===== config.mk =====
export PLATFORM = sky130hd
export DESIGN_NAME = rate_sample_counter_cmd
export DESIGN_NICKNAME = d
export VERILOG_FILES = /design/src/common/rate_counter_pkg.sv /design/src/design/rate_sample_counter_cmd.sv
export SDC_FILE = /design/constraint.sdc
export NUM_CORES = 1
export LEC_CHECK = 0
export BUFFER_PORTS_ARGS = -buffer_cell sky130_fd_sc_hd__buf_2
export CORE_MARGIN = 2
export CORE_UTILIZATION = 40
export CTS_BUF_LIST = sky130_fd_sc_hd__clkbuf_8
export DETAILED_ROUTE_END_ITERATION = 10
export PLACE_DENSITY = 0.57
export SLEW_MARGIN = 20
export SYNTH_ARGS = -nofsm -noshare
export SYNTH_HDL_FRONTEND = slang
export SYNTH_SLANG_ARGS = --single-unit

===== constraint.sdc =====
create_clock -name clk_sys -period 5.6 [get_ports clk_sys]
set_input_delay 0.84 -clock clk_sys [delete_from_list [all_inputs] [get_ports clk_sys]]
set_output_delay 0.84 -clock clk_sys [all_outputs]
set_load 0.005 [all_outputs]

===== src/common/rate_counter_pkg.sv =====
// Constants shared by the rate sample counter design
package rate_counter_pkg;
	// Channels and word width
	localparam int NUM_CH = 2;
	localparam int WORD_W = 16;

	// Register word indices on the plain register port
	localparam logic [4:0] ADDR_CMD0 = 5'h00;
	localparam logic [4:0] ADDR_RESP0 = 5'h08;
	localparam logic [4:0] ADDR_IRQ_STAT = 5'h10;
	localparam logic [4:0] ADDR_IRQ_CLR = 5'h11;
	localparam logic [4:0] ADDR_IRQ_EN = 5'h12;
	localparam logic [4:0] ADDR_STATUS = 5'h13;
	localparam logic [2:0] LAST_WORD = 3'h5;

	// Command opcodes in the high byte of command word 0
	localparam logic [7:0] OP_CONFIG = 8'h01;
	localparam logic [7:0] OP_LOAD = 8'h02;
	localparam logic [7:0] OP_READ_COUNT = 8'h03;
	localparam logic [7:0] OP_READ_RATE = 8'h04;

	// Low byte of command word 0, channel c enable and preset at offset c*stride, disable at pos+c
	localparam int CB_ENABLE_POS = 0;
	localparam int CB_PRESET_POS = 1;
	localparam int CB_CH_STRIDE = 2;
	localparam int CB_DISABLE_POS = 5;

	// Configuration word 1 fields, channel c encoder bit at pos+c
	localparam int CFG_ENC_POS = 8;
	localparam int CFG_HOLD_POS = 10;
	localparam int CFG_RATE_POS = 12;

	// Sixth response word: field power digit position
	localparam int PWR_DIGIT_POS = 8;

	// Interrupt status layout
	localparam int IRQ_W = 4;
	localparam int IRQ_CMD_POS = 0;
	localparam int IRQ_SAMPLE_POS = 1;
	localparam int IRQ_FAULT_POS = 3;

	// Values after reset, and the preset load value
	localparam logic [15:0] PERIOD_RST = 16'h03E8;
	localparam logic [31:0] PRESET_VAL = 32'h0000_0000;
	localparam logic CH_ON_RST = 1'b1;
	localparam logic [IRQ_W-1:0] IRQ_EN_RST = 4'h0;

	// Sample time unit and clock
	localparam int MS_NS = 1000000;
	localparam int CLK_PERIOD_NS = 4;
	localparam int CYC_PER_MS = MS_NS / CLK_PERIOD_NS;
endpackage


===== src/design/rate_sample_counter_cmd.sv =====
// Command driven two channel counter with rate sampling
// Notes on behaviour
// Configure command has high byte 01.
// Config word 1 bit 12 selects rate mode.
// Word 1000: pulse, rate on, outputs off.
// Load 0243: ch2 off, ch1 preset, enabled.
// Rate mode: load words give periods ms.
// Rate read is 0400; other words ignored.
// Rate equals counts over sample period.
// First response word echoes the executed command's high byte, low byte zero.
// Rate split as high*65536 plus low.
// Disabled second channel returns zero words.
// Sixth word holds field power digit only.
// Encoder bit set: count all quadrature edges.
// Encoder bit clear: one count per pulse.
// Bus activity indicator follows host link.
// Fault indicator on fuse or supply loss.
// Per channel count, enable, preset and output reset input indicators.
// Count only while enable input is low.
// Low preset input loads preset value.
// Boundary latches rate, clears, restarts period.
`timescale 1ns/100ps
module rate_sample_counter_cmd #(
	parameter int CYC_PER_MS = rate_counter_pkg::CYC_PER_MS
) (
	// Clock and reset
	input wire logic clk_sys,
	input wire logic rst_b,
	// Register port
	input wire logic [4:0] reg_addr,
	input wire logic [15:0] reg_wdata,
	input wire logic reg_wr,
	input wire logic reg_rd,
	output logic [15:0] reg_rdata,
	output logic irq,
	// Host link and module health
	input wire logic host_link_ok,
	input wire logic fuse_blown,
	input wire logic out_supply_lost,
	input wire logic field_power_ok,
	// Channel 1 field inputs
	input wire logic ch1_count_in,
	input wire logic ch1_phase_b_in,
	input wire logic ch1_enable_n,
	input wire logic ch1_preset_n,
	input wire logic ch1_out_reset_n,
	// Channel 2 field inputs
	input wire logic ch2_count_in,
	input wire logic ch2_phase_b_in,
	input wire logic ch2_enable_n,
	input wire logic ch2_preset_n,
	input wire logic ch2_out_reset_n,
	// Front indicators
	output logic bus_active_indicator,
	output logic fault_indicator,
	output logic ch1_count_indicator,
	output logic ch1_enable_indicator,
	output logic ch1_preset_indicator,
	output logic ch1_reset_indicator,
	output logic ch2_count_indicator,
	output logic ch2_enable_indicator,
	output logic ch2_preset_indicator,
	output logic ch2_reset_indicator,
	// Field outputs
	output logic ch1_first_output,
	output logic ch1_second_output,
	output logic ch2_first_output,
	output logic ch2_second_output
);
	if (CYC_PER_MS < 1 || CYC_PER_MS > 16777215) begin : g_bad_tick
		$error("CYC_PER_MS out of range");
	end

	// Field inputs gathered per channel
	wire [1:0] in_a = {ch2_count_in, ch1_count_in};
	wire [1:0] in_b = {ch2_phase_b_in, ch1_phase_b_in};
	wire [1:0] in_en_n = {ch2_enable_n, ch1_enable_n};
	wire [1:0] in_pre_n = {ch2_preset_n, ch1_preset_n};
	wire [1:0] in_res_n = {ch2_out_reset_n, ch1_out_reset_n};

	logic [15:0] cmd_ff [6], resp_ff [6];
	logic [1:0] enc_ff;
	logic rate_mode_ff, hold_ff;
	logic [23:0] tick_cnt_ff;
	logic [rate_counter_pkg::IRQ_W-1:0] irq_stat_ff, irq_en_ff;
	logic irq_ff, fault_ff, bus_active_ff;
	logic [15:0] rdata_ff;
	// Address decode
	wire [2:0] widx = reg_addr[2:0];
	wire word_ok = widx <= rate_counter_pkg::LAST_WORD;
	wire cmd_hit = reg_addr[4:3] == rate_counter_pkg::ADDR_CMD0[4:3] &&
		word_ok;
	wire resp_hit = reg_addr[4:3] == rate_counter_pkg::ADDR_RESP0[4:3] &&
		word_ok;
	wire wr_cmd = reg_wr & cmd_hit;
	wire wr_cmd0 = reg_wr & (reg_addr == rate_counter_pkg::ADDR_CMD0);
	wire wr_clr = reg_wr & (reg_addr == rate_counter_pkg::ADDR_IRQ_CLR);
	wire wr_en = reg_wr & (reg_addr == rate_counter_pkg::ADDR_IRQ_EN);

	// Writing word 0 launches the command; words 1..5 must be written first
	wire [7:0] op = reg_wdata[15:8];
	wire [7:0] cmd_low = reg_wdata[7:0];
	wire exec_cfg = wr_cmd0 & (op == rate_counter_pkg::OP_CONFIG);
	wire exec_load = wr_cmd0 & (op == rate_counter_pkg::OP_LOAD);
	wire exec_cnt = wr_cmd0 & (op == rate_counter_pkg::OP_READ_COUNT);
	wire exec_rate = wr_cmd0 & (op == rate_counter_pkg::OP_READ_RATE);
	wire exec_any = exec_cfg | exec_load | exec_cnt | exec_rate;

	// Millisecond tick shared by both channels
	wire tick_ms = tick_cnt_ff == 24'(CYC_PER_MS - 1);
	// Outputs fall when the host link drops unless told to hold
	wire kill_out = ~host_link_ok & ~hold_ff;

	wire [1:0] boundary, ch_on;
	wire [31:0] rate_w [2], accum_w [2];
	for (genvar c = 0; c < rate_counter_pkg::NUM_CH; c++) begin : g_ch
		logic a_q, b_q, on_ff;
		logic [15:0] period_ff, ms_cnt_ff;
		logic [31:0] accum_ff, rate_ff;
		logic out_a_ff, out_b_ff;
		logic cnt_ind_ff, en_ind_ff, pre_ind_ff, res_ind_ff;
		wire en_bit = cmd_low[rate_counter_pkg::CB_ENABLE_POS +
			rate_counter_pkg::CB_CH_STRIDE * c];
		wire pre_bit = cmd_low[rate_counter_pkg::CB_PRESET_POS +
			rate_counter_pkg::CB_CH_STRIDE * c];
		wire dis_bit = cmd_low[rate_counter_pkg::CB_DISABLE_POS + c];
		wire do_dis = (exec_cfg | exec_load) & dis_bit;
		wire nxt_on = do_dis ? 1'b0 : ((exec_load & en_bit) ? 1'b1 : on_ff);
		wire cmd_preset = exec_load & pre_bit;
		// Zero period words mean no change
		wire [15:0] new_period = cmd_ff[1 + c];
		wire take_period = exec_load & rate_mode_ff &
			(new_period != 16'h0000);
		wire [15:0] nxt_period = take_period ? new_period : period_ff;

		// Quadrature counts both phases, pulse counts rising A only
		wire rise_a = in_a[c] & ~a_q;
		wire edge_ab = (in_a[c] ^ a_q) | (in_b[c] ^ b_q);
		wire hit = enc_ff[c] ? edge_ab : rise_a;
		wire counting = on_ff & ~in_en_n[c] & hit;
		wire [31:0] inc_accum = accum_ff + {31'h0000_0000, counting};
		wire preset_now = ~in_pre_n[c] | cmd_preset;
		// A period shortened below the running count ends at the next tick
		wire ms_end = tick_ms & (ms_cnt_ff >= period_ff - 16'h0001);
		wire run = rate_mode_ff & on_ff;
		wire bnd = run & ms_end;
		wire [15:0] nxt_ms = (!run) ? 16'h0000 :
			(tick_ms ? (ms_end ? 16'h0000 : ms_cnt_ff + 16'h0001) :
			ms_cnt_ff);
		// Count reaching past 16 bits in one period lights output B
		wire big = inc_accum[31:16] != 16'h0000;

		always_ff @(posedge clk_sys) begin
			if (!rst_b) begin
				a_q <= 1'b0;
				b_q <= 1'b0;
				on_ff <= rate_counter_pkg::CH_ON_RST;
				period_ff <= rate_counter_pkg::PERIOD_RST;
				ms_cnt_ff <= 16'h0000;
				accum_ff <= 32'h0000_0000;
				rate_ff <= 32'h0000_0000;
			end else begin
				a_q <= in_a[c];
				b_q <= in_b[c];
				on_ff <= nxt_on;
				period_ff <= nxt_period;
				ms_cnt_ff <= nxt_ms;
				if (preset_now) begin
					accum_ff <= rate_counter_pkg::PRESET_VAL;
				end else if (bnd) begin
					accum_ff <= 32'h0000_0000;
				end else begin
					accum_ff <= inc_accum;
				end
				if (bnd) begin
					rate_ff <= inc_accum;
				end
			end
		end

		always_ff @(posedge clk_sys) begin
			if (!rst_b) begin
				out_a_ff <= 1'b0;
				out_b_ff <= 1'b0;
			end else if (kill_out || !in_res_n[c]) begin
				out_a_ff <= 1'b0;
				out_b_ff <= 1'b0;
			end else if (bnd) begin
				out_a_ff <= 1'b1;
				out_b_ff <= out_b_ff | big;
			end
		end

		always_ff @(posedge clk_sys) begin
			if (!rst_b) begin
				cnt_ind_ff <= 1'b0;
				en_ind_ff <= 1'b0;
				pre_ind_ff <= 1'b0;
				res_ind_ff <= 1'b0;
			end else begin
				cnt_ind_ff <= in_a[c];
				en_ind_ff <= ~in_en_n[c];
				pre_ind_ff <= ~in_pre_n[c];
				res_ind_ff <= ~in_res_n[c];
			end
		end

		assign boundary[c] = bnd;
		assign ch_on[c] = on_ff;
		assign rate_w[c] = rate_ff;
		assign accum_w[c] = accum_ff;
	end

	// Response words for each command
	wire [15:0] echo = {op, 8'h00};
	wire [31:0] sel1 = !ch_on[0] ? 32'h0000_0000 :
		exec_rate ? rate_w[0] : accum_w[0];
	wire [31:0] sel2 = !ch_on[1] ? 32'h0000_0000 :
		exec_rate ? rate_w[1] : accum_w[1];
	wire [15:0] pwr_word = 16'({3'h0, field_power_ok}) <<
		rate_counter_pkg::PWR_DIGIT_POS;
	wire read_any = exec_rate | exec_cnt;

	always_ff @(posedge clk_sys) begin
		if (!rst_b) begin
			for (int i = 0; i < 6; i++) begin
				cmd_ff[i] <= 16'h0000;
				resp_ff[i] <= 16'h0000;
			end
		end else begin
			if (wr_cmd) begin
				cmd_ff[widx] <= reg_wdata;
			end
			if (exec_any) begin
				resp_ff[0] <= echo;
			end
			if (read_any) begin
				resp_ff[1] <= sel1[15:0];
				resp_ff[2] <= sel1[31:16];
				resp_ff[3] <= sel2[15:0];
				resp_ff[4] <= sel2[31:16];
				resp_ff[5] <= pwr_word;
			end else if (exec_cfg || exec_load) begin
				for (int i = 1; i < 6; i++) begin
					resp_ff[i] <= cmd_ff[i];
				end
			end
		end
	end

	always_ff @(posedge clk_sys) begin
		if (!rst_b) begin
			enc_ff <= 2'h0;
			rate_mode_ff <= 1'b0;
			hold_ff <= 1'b0;
		end else if (exec_cfg) begin
			enc_ff <= cmd_ff[1][rate_counter_pkg::CFG_ENC_POS +: 2];
			rate_mode_ff <= cmd_ff[1][rate_counter_pkg::CFG_RATE_POS];
			hold_ff <= cmd_ff[1][rate_counter_pkg::CFG_HOLD_POS];
		end
	end

	always_ff @(posedge clk_sys) begin
		if (!rst_b) begin
			tick_cnt_ff <= 24'h00_0000;
		end else begin
			tick_cnt_ff <= tick_ms ? 24'h00_0000 : tick_cnt_ff + 24'h00_0001;
		end
	end

	// Interrupts: set wins over a clear in the same cycle
	wire fault_now = fuse_blown | out_supply_lost;
	wire [rate_counter_pkg::IRQ_W-1:0] irq_ev =
		{fault_now & ~fault_ff, boundary, exec_any};
	wire [rate_counter_pkg::IRQ_W-1:0] irq_clr =
		wr_clr ? reg_wdata[rate_counter_pkg::IRQ_W-1:0] : 4'h0;
	wire [rate_counter_pkg::IRQ_W-1:0] nxt_irq_stat =
		(irq_stat_ff & ~irq_clr) | irq_ev;

	always_ff @(posedge clk_sys) begin
		if (!rst_b) begin
			irq_stat_ff <= 4'h0;
			irq_en_ff <= rate_counter_pkg::IRQ_EN_RST;
			irq_ff <= 1'b0;
			fault_ff <= 1'b0;
			bus_active_ff <= 1'b0;
		end else begin
			irq_stat_ff <= nxt_irq_stat;
			if (wr_en) begin
				irq_en_ff <= reg_wdata[rate_counter_pkg::IRQ_W-1:0];
			end
			irq_ff <= |(nxt_irq_stat & (wr_en ?
				reg_wdata[rate_counter_pkg::IRQ_W-1:0] : irq_en_ff));
			fault_ff <= fault_now;
			bus_active_ff <= host_link_ok;
		end
	end

	// Read mux; unmapped words and the clear register read zero
	wire [15:0] status_word = {10'h000, rate_mode_ff, hold_ff, ch_on,
		fault_ff, bus_active_ff};
	wire [15:0] rd_mux =
		cmd_hit ? cmd_ff[widx] :
		resp_hit ? resp_ff[widx] :
		(reg_addr == rate_counter_pkg::ADDR_IRQ_STAT) ?
			{12'h000, irq_stat_ff} :
		(reg_addr == rate_counter_pkg::ADDR_IRQ_EN) ?
			{12'h000, irq_en_ff} :
		(reg_addr == rate_counter_pkg::ADDR_STATUS) ? status_word :
		16'h0000;

	always_ff @(posedge clk_sys) begin
		if (!rst_b) begin
			rdata_ff <= 16'h0000;
		end else begin
			rdata_ff <= reg_rd ? rd_mux : 16'h0000;
		end
	end

	assign reg_rdata = rdata_ff;
	assign irq = irq_ff;
	assign bus_active_indicator = bus_active_ff;
	assign fault_indicator = fault_ff;
	assign ch1_count_indicator = g_ch[0].cnt_ind_ff;
	assign ch1_enable_indicator = g_ch[0].en_ind_ff;
	assign ch1_preset_indicator = g_ch[0].pre_ind_ff;
	assign ch1_reset_indicator = g_ch[0].res_ind_ff;
	assign ch2_count_indicator = g_ch[1].cnt_ind_ff;
	assign ch2_enable_indicator = g_ch[1].en_ind_ff;
	assign ch2_preset_indicator = g_ch[1].pre_ind_ff;
	assign ch2_reset_indicator = g_ch[1].res_ind_ff;
	assign ch1_first_output = g_ch[0].out_a_ff;
	assign ch1_second_output = g_ch[0].out_b_ff;
	assign ch2_first_output = g_ch[1].out_a_ff;
	assign ch2_second_output = g_ch[1].out_b_ff;
endmodule // rate_sample_counter_cmd


==> run metrics, run 1 <==
Initial Util=40.6%; clk slew on worst S/H paths=0.06 ns; clk_lat worst skew=0.67 ns; Final HPWL DP=46.1 mm; Critical Path Fanout Max=36; Worst-Margin Slew=1.05 ns; vias per inst=5.41; Slew HR=29.7%; Hold Buf Count CTS=0; Placed Area=0.0241 mm2; gr ovfl total=0; Critical Path AT=4.67 ns; die area=0.0593 mm2; CP Cell Sequence=nor2_1, nand3_1, nor4_1, nand2_1, or2_2, nor4_1, xnor2_1, ha_1, a21o_1, a21o_1, a21oi_1, and2_1, a311oi_4, buf_4, mux2i_1, and2_1; DRT Wirelength=65.9 mm; Synth warnings=0; Setup Viol. Count Final=0; fin. max-slew vios=0; H-tree Lvls=3; number of synthesized flops with an enable pin=216; final design instance area without fill=0.0258 mm2; setup tns final=0 ns; Vert. Die Dim=243 um; GRT Total Usage=22.2%; gpl congestion=0.882; Pre-antenna DRT Iters=5; Post-Layout Cell Count=3,133; critical path class=reg -> reg; buffers added on ports=69; status=complete, no violations; Required @ worst endpoint=6.19 ns; final core occ=45.7%; Num CTS Buffers=86; Cells after DPL=2,976; cell area power density=285 mW/mm2; clock power share=43.9%; syn_area_per_cell=10.4 um2; Residual DRC=0; drt wl/cell=21.0 um; clock skew=0.0334 ns; vias in the first global route=16,800; Sw Ratio=23.8%; highest-delay cell along the critical path=buf_4; final setup margin=1.52 ns; fmax=245 MHz; Die X=243 um; #FFs+latches synth=479; Fin. Hold Viols=0; switching power=1750 uW; Final min period=4.08 ns; Post-CTS Setup Inserts=0; share of cells above drive strength 1=14.2%; flop2flop setup slack=1.52 ns; Gate power share=4.4%; FP Rows=87; Mapped Area=0.0229 mm2; maximum vdd drop=0.000154 V; leak pwr=0.0101 uW; Most used DFF post-synth=dfxtp_1; CORE AREA=0.0565 mm2; P&R area growth vs syn=12.6%; RSZ-0062 raised after global routing=no; fillers=5,323; Pint=5620 uW; worst min path class=in -> reg; CP Capture Type=register; largest net degree at the start of global routing=80; CTS tree=built; CTS max path bufs=3; Post-Syn Instances=2,208; Final Cycle Share=72.9%; TritonCTS Sinks=479; DP Worst Slack=1.31 ns; register area share after synthesis=51.2%; layout net count=2,390; Async S/R FF share, synth=0%; Detail Route Antenna Nets=0; CTS resizes=0; Seq pwr share=51.7%; initial antenna violation count=2; first-pass GRT wire length=100 mm; maxcap violations=0; Vias=16,900; crit start category=register; Netlist cell types=68; Ports=70; iteration-0 DRC count of the detailed router=1,362; Max stage delay on crit path=0.58 ns; Root Driver=clkbuf_8
synth_stat cells (all sizes together) (7+ instances only):
cell type | number | share of area [%]
inv | 74 | 1.2
nand4 | 45 | 1.3
nor4 | 25 | 0.77
a221oi | 8 | 0.31
mux4 | 40 | 3.9
nor3 | 59 | 1.4
nand2b | 13 | 0.35
nor2b | 48 | 1.3
mux2i | 101 | 4.4
o21ai | 51 | 1.1
o211a | 29 | 1.3
buf | 43 | 1.1
xnor2 | 71 | 2.7
a211oi | 14 | 0.46
and3 | 45 | 1.2
and2 | 89 | 2.4
nor3b | 7 | 0.23
clkbuf | 84 | 1.4
ha | 43 | 2.3
dfxtp | 263 | 23
nand3 | 88 | 1.9
xor2 | 69 | 2.6
edfxtp | 216 | 28
mux2 | 55 | 2.7
and4 | 10 | 0.38
nor2 | 260 | 4.3
a21oi | 106 | 2.3
or3 | 8 | 0.24
a21o | 8 | 0.26
nand2 | 191 | 3.1
cells by family (layout without fill, tap and decap cells):
family	count (synthesis)	after routing	synth area share [%]
xor gates and xnor gates	140	140	5.38
adders and majority gates	43	43	2.35
DFF	479	479	51.2
and+or+nand+nor	907	907	19.7
other	1	38	0.0163
buffers and inverters	201	333	3.64
muxes	196	196	11.0
AOI/OAI and AO/OA	241	241	6.68
layout make-up:
type,count,area [um2],area share (%)
timing repair buffer,103,606,2.35
multi-input combinational,1564,10500,40.8
inverter,74,278,1.08
antenna,1,2.50,0.00969
clock buffer,103,1420,5.49
sequential,479,11800,45.5
tap,756,946,3.66
clock inverter,53,278,1.08
worst max-delay path, delay by kind of cell (launching register included):
kind / cells / cell delay [ns]
buffers and inverters: 1 / 0.58
AOI/OAI and AO/OA: 4 / 0.63
DFF: 1 / 0.35
muxes: 1 / 0.25
adders and majority gates: 1 / 0.31
and+or+nand+nor: 8 / 1.68
xor gates and xnor gates: 1 / 0.11
cells in the final DEF (no fill, tap or decap), types with 36 or more instances in the layout:
| cell | synthesis | final |
|---|---|---|
| a21oi_1 | 106 | 105 |
| and2_1 | 88 | 88 |
| and3_1 | 45 | 44 |
| buf_2 | 23 | 67 |
| buf_4 | 4 | 36 |
| clkbuf_8 | 0 | 103 |
| conb_1 | 1 | 37 |
| dfxtp_1 | 263 | 263 |
| edfxtp_1 | 216 | 216 |
| ha_1 | 43 | 43 |
| inv_1 | 74 | 114 |
| mux2_2 | 55 | 55 |
| mux2i_1 | 101 | 101 |
| mux4_2 | 40 | 40 |
| nand2_1 | 189 | 187 |
| nand3_1 | 88 | 88 |
| nand4_1 | 43 | 43 |
| nor2_1 | 260 | 260 |
| nor2b_1 | 48 | 48 |
| nor3_1 | 56 | 56 |
| o21ai_0 | 49 | 47 |
| xnor2_1 | 70 | 70 |
| xor2_1 | 69 | 69 |
path summary, 6_finish.rpt:
path | start | cells past startpoint | end
max | g_ch[0].period_ff[2] | 16 | g_ch[0].rate_ff[28]
min | ch2_out_reset_n | 2 | ch2_reset_indicator
max reg2reg | g_ch[0].period_ff[2] | 16 | g_ch[0].rate_ff[28]
min reg2reg | tick_cnt_ff[0] | 1 | tick_cnt_ff[0]
registers in the layout, indices dropped and copies added, names as in the netlist, 2 cells and up:
name            cells
g_ch.period_ff     32
g_ch.b_q            2
tick_cnt_ff        24
resp_ff            88
cmd_ff            128
irq_stat_ff         4
g_ch.rate_ff       64
g_ch.on_ff          2
irq_en_ff           4
g_ch.ms_cnt_ff     32
enc_ff              2
g_ch.accum_ff      64
reg_rdata          16
through the flow:
stage,power [uW],hold WS (ns)
2_1_floorplan,4040,0.413
3_3_place_gp,4200,0.425
3_5_place_dp,4200,0.433
4_1_cts,7440,0.306
5_1_grt,7620,0.342
6_report,7370,0.358
power by group through the flow:
stage / Sequential, uW / Combinational [uW] / Clock (uW)
after detailed placement: 3880 / 322 / 0
after CTS: 3810 / 323 / 3310
after global routing: 3810 / 344 / 3460
after floorplan: 3840 / 200 / 0
after global placement: 3880 / 319 / 0
final: 3810 / 325 / 3230
metal layers:
metal / up-vias / routed length [um] / global-route usage, %
met1: 8275 / 27200 / 27.6
li1: 7978 / - / -
met4: 0 / 2800 / 10.8
met3: 144 / 4320 / 4.48
met2: 537 / 31600 / 36.8
met5: - / 0 / 0
Note: power is estimated with default switching activity, not from simulation.
==> run 2: changes to the inputs <==
Settings changed: PLACE_DENSITY 0.57 to 0.59.
Clock period 5.6 ns to 3.59 ns, I/O delays scaled along.
==> run 2 against run 1 <==
  * Cell area grew 4.7%
  * Sequential power grew 56%
  * Clock power grew 53%
  * Fmax grew 17%
  * Flip-flop and latch count is the same
  * First-iteration DRC count grew 1.2%
  * Via count grew 2.8%
  * Die area is the same
  * Worst setup slack lost 1.4 ns
  * Register-to-register slack lost 1.4 ns
  * Critical path type unchanged
==> run metrics, run 2 (synthesis results as in run 1) <==
status=complete, no violations; RSZ-0062 raised after global routing=yes; iteration-0 DRC count of the detailed router=1,378; die area=0.0593 mm2; CTS max path bufs=3; Final min period=3.49 ns; Required @ worst endpoint=4.16 ns; CP startpoint=g_ch[1].period_ff[3]; commonest non-fill, non-tap cell in the layout=dfxtp_1; hold path startpoint=ch2_enable_n; CORE AREA=0.0565 mm2; Num CTS Buffers=85; H-tree Lvls=3; GRT Total Usage=22.3%; Slew HR=41.5%; drt wl/cell=21.2 um; maxcap violations=0; TritonCTS Sinks=479; critical path class=reg -> reg; CTS tree=built; Root Driver=clkbuf_8; fillers=5,188; flop2flop setup slack=0.10 ns; DP Worst Slack=-0.0839 ns; FP Rows=87; Max stage delay on crit path=0.39 ns; worst hold stages=2; CP delay by family, top=simple AND/OR/NAND/NOR gates; first-pass GRT wire length=101 mm; highest-delay cell along the critical path=or3_4; clock skew=0.0483 ns; Initial Util=40.6%; count of buffer and inverter cells on the critical path=3; initial antenna violation count=1; gpl congestion=0.867; layout net count=2,476; Residual DRC=0; reg2reg end=g_ch[1].accum_ff[29]; Worst-Margin Slew=0.878 ns; R2R cell count=16; Final Cycle Share=97.2%; largest net degree at the start of global routing=60; crit start category=register; most frequent cells in the layout=dfxtp_1, nor2_1, edfxtp_1, nand2_1, inv_1; Critical Path AT=4.06 ns; Vias=17,400; Hold WS=0.0737 ns; Pre-antenna DRT Iters=5; hold path endpoint=ch2_enable_indicator; worst min path class=in -> reg; Setup Viol. Count Final=0; Post-Layout Cell Count=3,221; Ports=70; leak pwr=0.0107 uW; Final HPWL DP=46.3 mm; Fin. Hold Viols=0; P&R area growth vs syn=17.9%; clk_lat worst skew=0.67 ns; max FFs per register=128; fin. max-slew vios=0; total power=11,400 uW; buffers added on ports=69; maximum vdd drop=0.000251 V; FF-to-FF Start=g_ch[1].period_ff[3]; DRT Wirelength=68.2 mm; largest register by flop count=cmd_ff; gr ovfl total=0; Cells after DPL=3,033; Die X=243 um; vias in the first global route=16,800; largest registers=cmd_ff x128, resp_ff x88; final setup margin=0.102 ns; Detail Route Antenna Nets=0; vias per inst=5.40; clk slew on worst S/H paths=0.05 ns; share of cells above drive strength 1=19.2%; Critical Path Fanout Max=8; Vert. Die Dim=243 um; cell area power density=422 mW/mm2; CP Cell Sequence=or3_4, nor2_4, nand3_4, nor4_4, xnor2_1, ha_1, a21o_1, a21o_1, a221o_1, a31oi_2, buf_4, a21oi_4, nand4b_1, buf_6, clkbuf_16, nor2_4; CP Capture Type=register; fmax=287 MHz
run 2: final cells by class:
type / count / area, um2 / share of cell area [%]
Sequential cell: 479 / 11800 / 43.5
Multi-Input combinational cell: 1564 / 10800 / 40.1
Timing Repair Buffer: 190 / 1570 / 5.79
Clock buffer: 98 / 1350 / 4.99
Tap cell: 756 / 946 / 3.50
Clock inverter: 59 / 303 / 1.12
Inverter: 74 / 278 / 1.03
Antenna cell: 1 / 2.50 / 0.00926
run 2: repair_timing:
action / in CTS / in global routing
buffers inserted: 5 / 16
gates resized for setup: 12 / 64
pin swaps: 6 / 32
setup endpoints to repair: 63 / 152
endpoints found under the hold margin: 1 / 0
cloned: 2 / 6
hold buffers: 1 / 0
run 2: how the worst max path moves through the flow:
stage / endpoint / slack (ns) / depth (start not counted)
2_1_floorplan: resp_ff[1][0] / 0.001 / 6
3_3_place_gp: ch2_second_output / -0.07 / 14
3_5_place_dp: ch1_second_output / -0.08 / 14
4_1_cts: g_ch[1].accum_ff[25] / 0.02 / 15
5_1_grt: g_ch[1].accum_ff[31] / -0.09 / 16
6_report: g_ch[1].accum_ff[29] / 0.10 / 16
run 2: metal layers:
metal	up-vias	track usage [%]	share of wire (%)
met4	0	11.4	4.3
met2	549	36.5	48
met1	8568	28.3	42
met5	-	0	0
li1	8143	-	-
met3	143	3.73	6.5
run 2: report_power, final:
group	total (uW)	switching, uW	internal, uW	leakage [uW]
registers	5940	101	5840	0.00423
clock network	4940	2310	2630	0.000984
logic	536	327	210	0.00546
run 2: through the flow:
stage	setup TNS, ns	utilization [%]	instance area, um2
floorplan	0	-	23100
global placement	-0.0675	43.7	24700
detailed placement	-1.56	43.7	24700
CTS	0	46.9	26500
global route	-2.22	47.9	27000
finish	0	47.9	27000
run 2: worst reg2reg max path, cell delays in order (launching register included):
cell and delay (ns):
dfxtp_4 0.35, or3_4 0.39, nor2_4 0.14, nand3_4 0.10, nor4_4 0.24, xnor2_1 0.12, ha_1 0.32, a21o_1 0.17
a21o_1 0.17, a221o_1 0.34, a31oi_2 0.18, buf_4 0.15, a21oi_4 0.07, nand4b_1 0.21, buf_6 0.18, clkbuf_16 0.20
nor2_4 0.08
==> run 3: changes to the inputs <==
Settings changed: BUFFER_PORTS_ARGS -buffer_cell sky130_fd_sc_hd__buf_2 to not set, DONT_BUFFER_PORTS set to 1, PLACE_DENSITY 0.59 to 0.56.
Clock period 3.59 ns to 3.4 ns, I/O delays scaled along.
==> run 3 against run 2 <==
  * The flow now finishes with violations (setup timing)
  * Cell count is 0.16% lower
  * Non-clock buffer count down 2
  * Routed wire length grew 5.4%
  * Critical path depth unchanged
  * Global-route usage up 1.1 points
  * Die area stayed put
  * Combinational power shrank 12%
  * Register-to-register slack worse by 0.15 ns
  * Count of clock-buffer cells in the layout grew 2
  * Largest cell class unchanged
  * Hold slack worse by 0.024 ns
  * Fmax grew 1.1%
  * Via count increased by 1.2%
  * Highest routed layer is now met5
==> run metrics, run 3 (synthesis results as in run 1) <==
wl on met1=29.7 mm; largest registers=cmd_ff x128, resp_ff x88; Initial Util=40.6%; largest net degree at the start of global routing=122; Slew HR=35.1%; fillers=5,113; status=complete, but fails checks; RSZ-0062 raised after global routing=yes; leak pwr=0.0107 uW; iteration-0 DRC count of the detailed router=1,425; Worst-Margin Slew=0.970 ns; Pre-antenna DRT Iters=5; maximum vdd drop=0.000251 V; buffers added on ports=0; largest register by flop count=cmd_ff; total power=11,900 uW; cell area power density=429 mW/mm2; worst min path class=in -> reg; Vias=17,600; final setup margin=-0.0485 ns; GRT Total Usage=23.3%; maxcap violations=0; vias per inst=5.47; CTS max path bufs=3; Final Cycle Share=101%; Die X=243 um; Setup Viol. Count Final=47; Critical Path AT=4.05 ns; failing checks=setup timing; Max stage delay on crit path=0.39 ns; critical path class=reg -> reg; DRT Wirelength=71.9 mm; CORE AREA=0.0565 mm2; initial antenna violation count=4; fin. max-slew vios=0; layout net count=2,473; share of cells above drive strength 1=19.7%; Root Driver=clkbuf_8; Vert. Die Dim=243 um; gr ovfl total=0; drt wl/cell=22.4 um; CP Cell Sequence=or3_4, nor2_4, nand3_2, nor4_4, xnor2_1, ha_1, a21o_1, a21o_1, a221o_1, a31oi_1, buf_4, a21oi_4, nand4b_1, buf_6, buf_12, nor2b_4; P&R area growth vs syn=20.9%; FP Rows=87; Ports=70; highest-delay cell along the critical path=or3_4; crit start category=register; clk slew on worst S/H paths=0.05 ns; Final min period=3.45 ns; Residual DRC=0; H-tree Lvls=3; Num CTS Buffers=84; uppermost routed layer=met5; commonest non-fill, non-tap cell in the layout=dfxtp_1; CP most frequent cell=a21o_1; fmax=290 MHz; vias in the first global route=17,300; clk_lat worst skew=0.68 ns; max FFs per register=128; Fin. Hold Viols=0; WL met3=4.75 mm; first-pass GRT wire length=105 mm; gpl congestion=0.840; met2 wire len=34.5 mm; Detail Route Antenna Nets=0; DP Worst Slack=-0.152 ns; TritonCTS Sinks=479; Critical Path Fanout Max=8; CP Capture Type=register; Final HPWL DP=45.8 mm; die area=0.0593 mm2; Required @ worst endpoint=4.00 ns; most frequent cells in the layout=dfxtp_1, edfxtp_1, nor2_1, nand2_1, buf_4; CTS tree=built; clock skew=0.0276 ns
[run 3: power by group]
| group | total (uW) | internal (uW) | switching (uW) |
|---|---|---|---|
| sequential | 6270 | 6160 | 108 |
| clock | 5150 | 2740 | 2410 |
| combinational | 473 | 225 | 248 |
| total | 11900 | 9120 | 2770 |
[run 3: final cells by class]
| class | instances | area, um2 | area share [%] |
|---|---|---|---|
| Antenna cell | 2 | 5.00 | 0.0181 |
| Tap cell | 756 | 946 | 3.41 |
| Inverter | 74 | 280 | 1.01 |
| Multi-Input combinational cell | 1564 | 11200 | 40.3 |
| Sequential cell | 479 | 11800 | 42.4 |
| Clock inverter | 53 | 248 | 0.894 |
| Timing Repair Buffer | 188 | 1940 | 7.00 |
| Clock buffer | 100 | 1380 | 4.96 |
[run 3: timing repair]
item	CTS	global route
buffers inserted	4	20
endpoints found under the setup margin	91	158
endpoints found under the hold margin	65	0
hold buffers	35	0
cloned	2	14
pin swaps	5	81
gates resized for setup	19	146
[run 3: worst max-delay path, delay by kind of cell (launching register included)]
family / cells / cell delay [ns]
fa+ha+maj: 1 / 0.31
flops: 1 / 0.32
xor+xnor: 1 / 0.11
compound gates: 5 / 0.89
buf+inv: 3 / 0.50
simple gates: 6 / 1.21
[run 3: worst paths after layout]
path                                      startpoint                    to  slack [ns]  cells past startpoint
worst max-delay path            g_ch[1].period_ff[4]  g_ch[1].accum_ff[31]       -0.05                     16
worst max register to register  g_ch[1].period_ff[4]  g_ch[1].accum_ff[31]       -0.05                     16
worst min register to register        tick_cnt_ff[0]        tick_cnt_ff[0]        0.44                      1
worst min-delay path                    reg_wdata[5]          cmd_ff[0][5]        0.05                      1
[run 3: routing by layer]
metal	vias up	GRT usage [%]
met1	8743	29.5
li1	8138	-
met3	143	3.99
met5	-	0
met4	2	10.4
met2	578	39.1
[run 3: stage by stage]
stage          instances  setup TNS, ns  util (%)  cell area [um2]  hold WS (ns)
2_1_floorplan       2244         -10.09         -            23100         0.413
3_3_place_gp        2991          -2.40      43.5            24600         0.427
3_5_place_dp        2991          -5.78      43.5            24600         0.435
4_1_cts             3185              0      47.3            26700      0.000378
5_1_grt             3214         -14.18      49.1            27700        0.0317
6_report            3216          -1.00      49.1            27700        0.0492
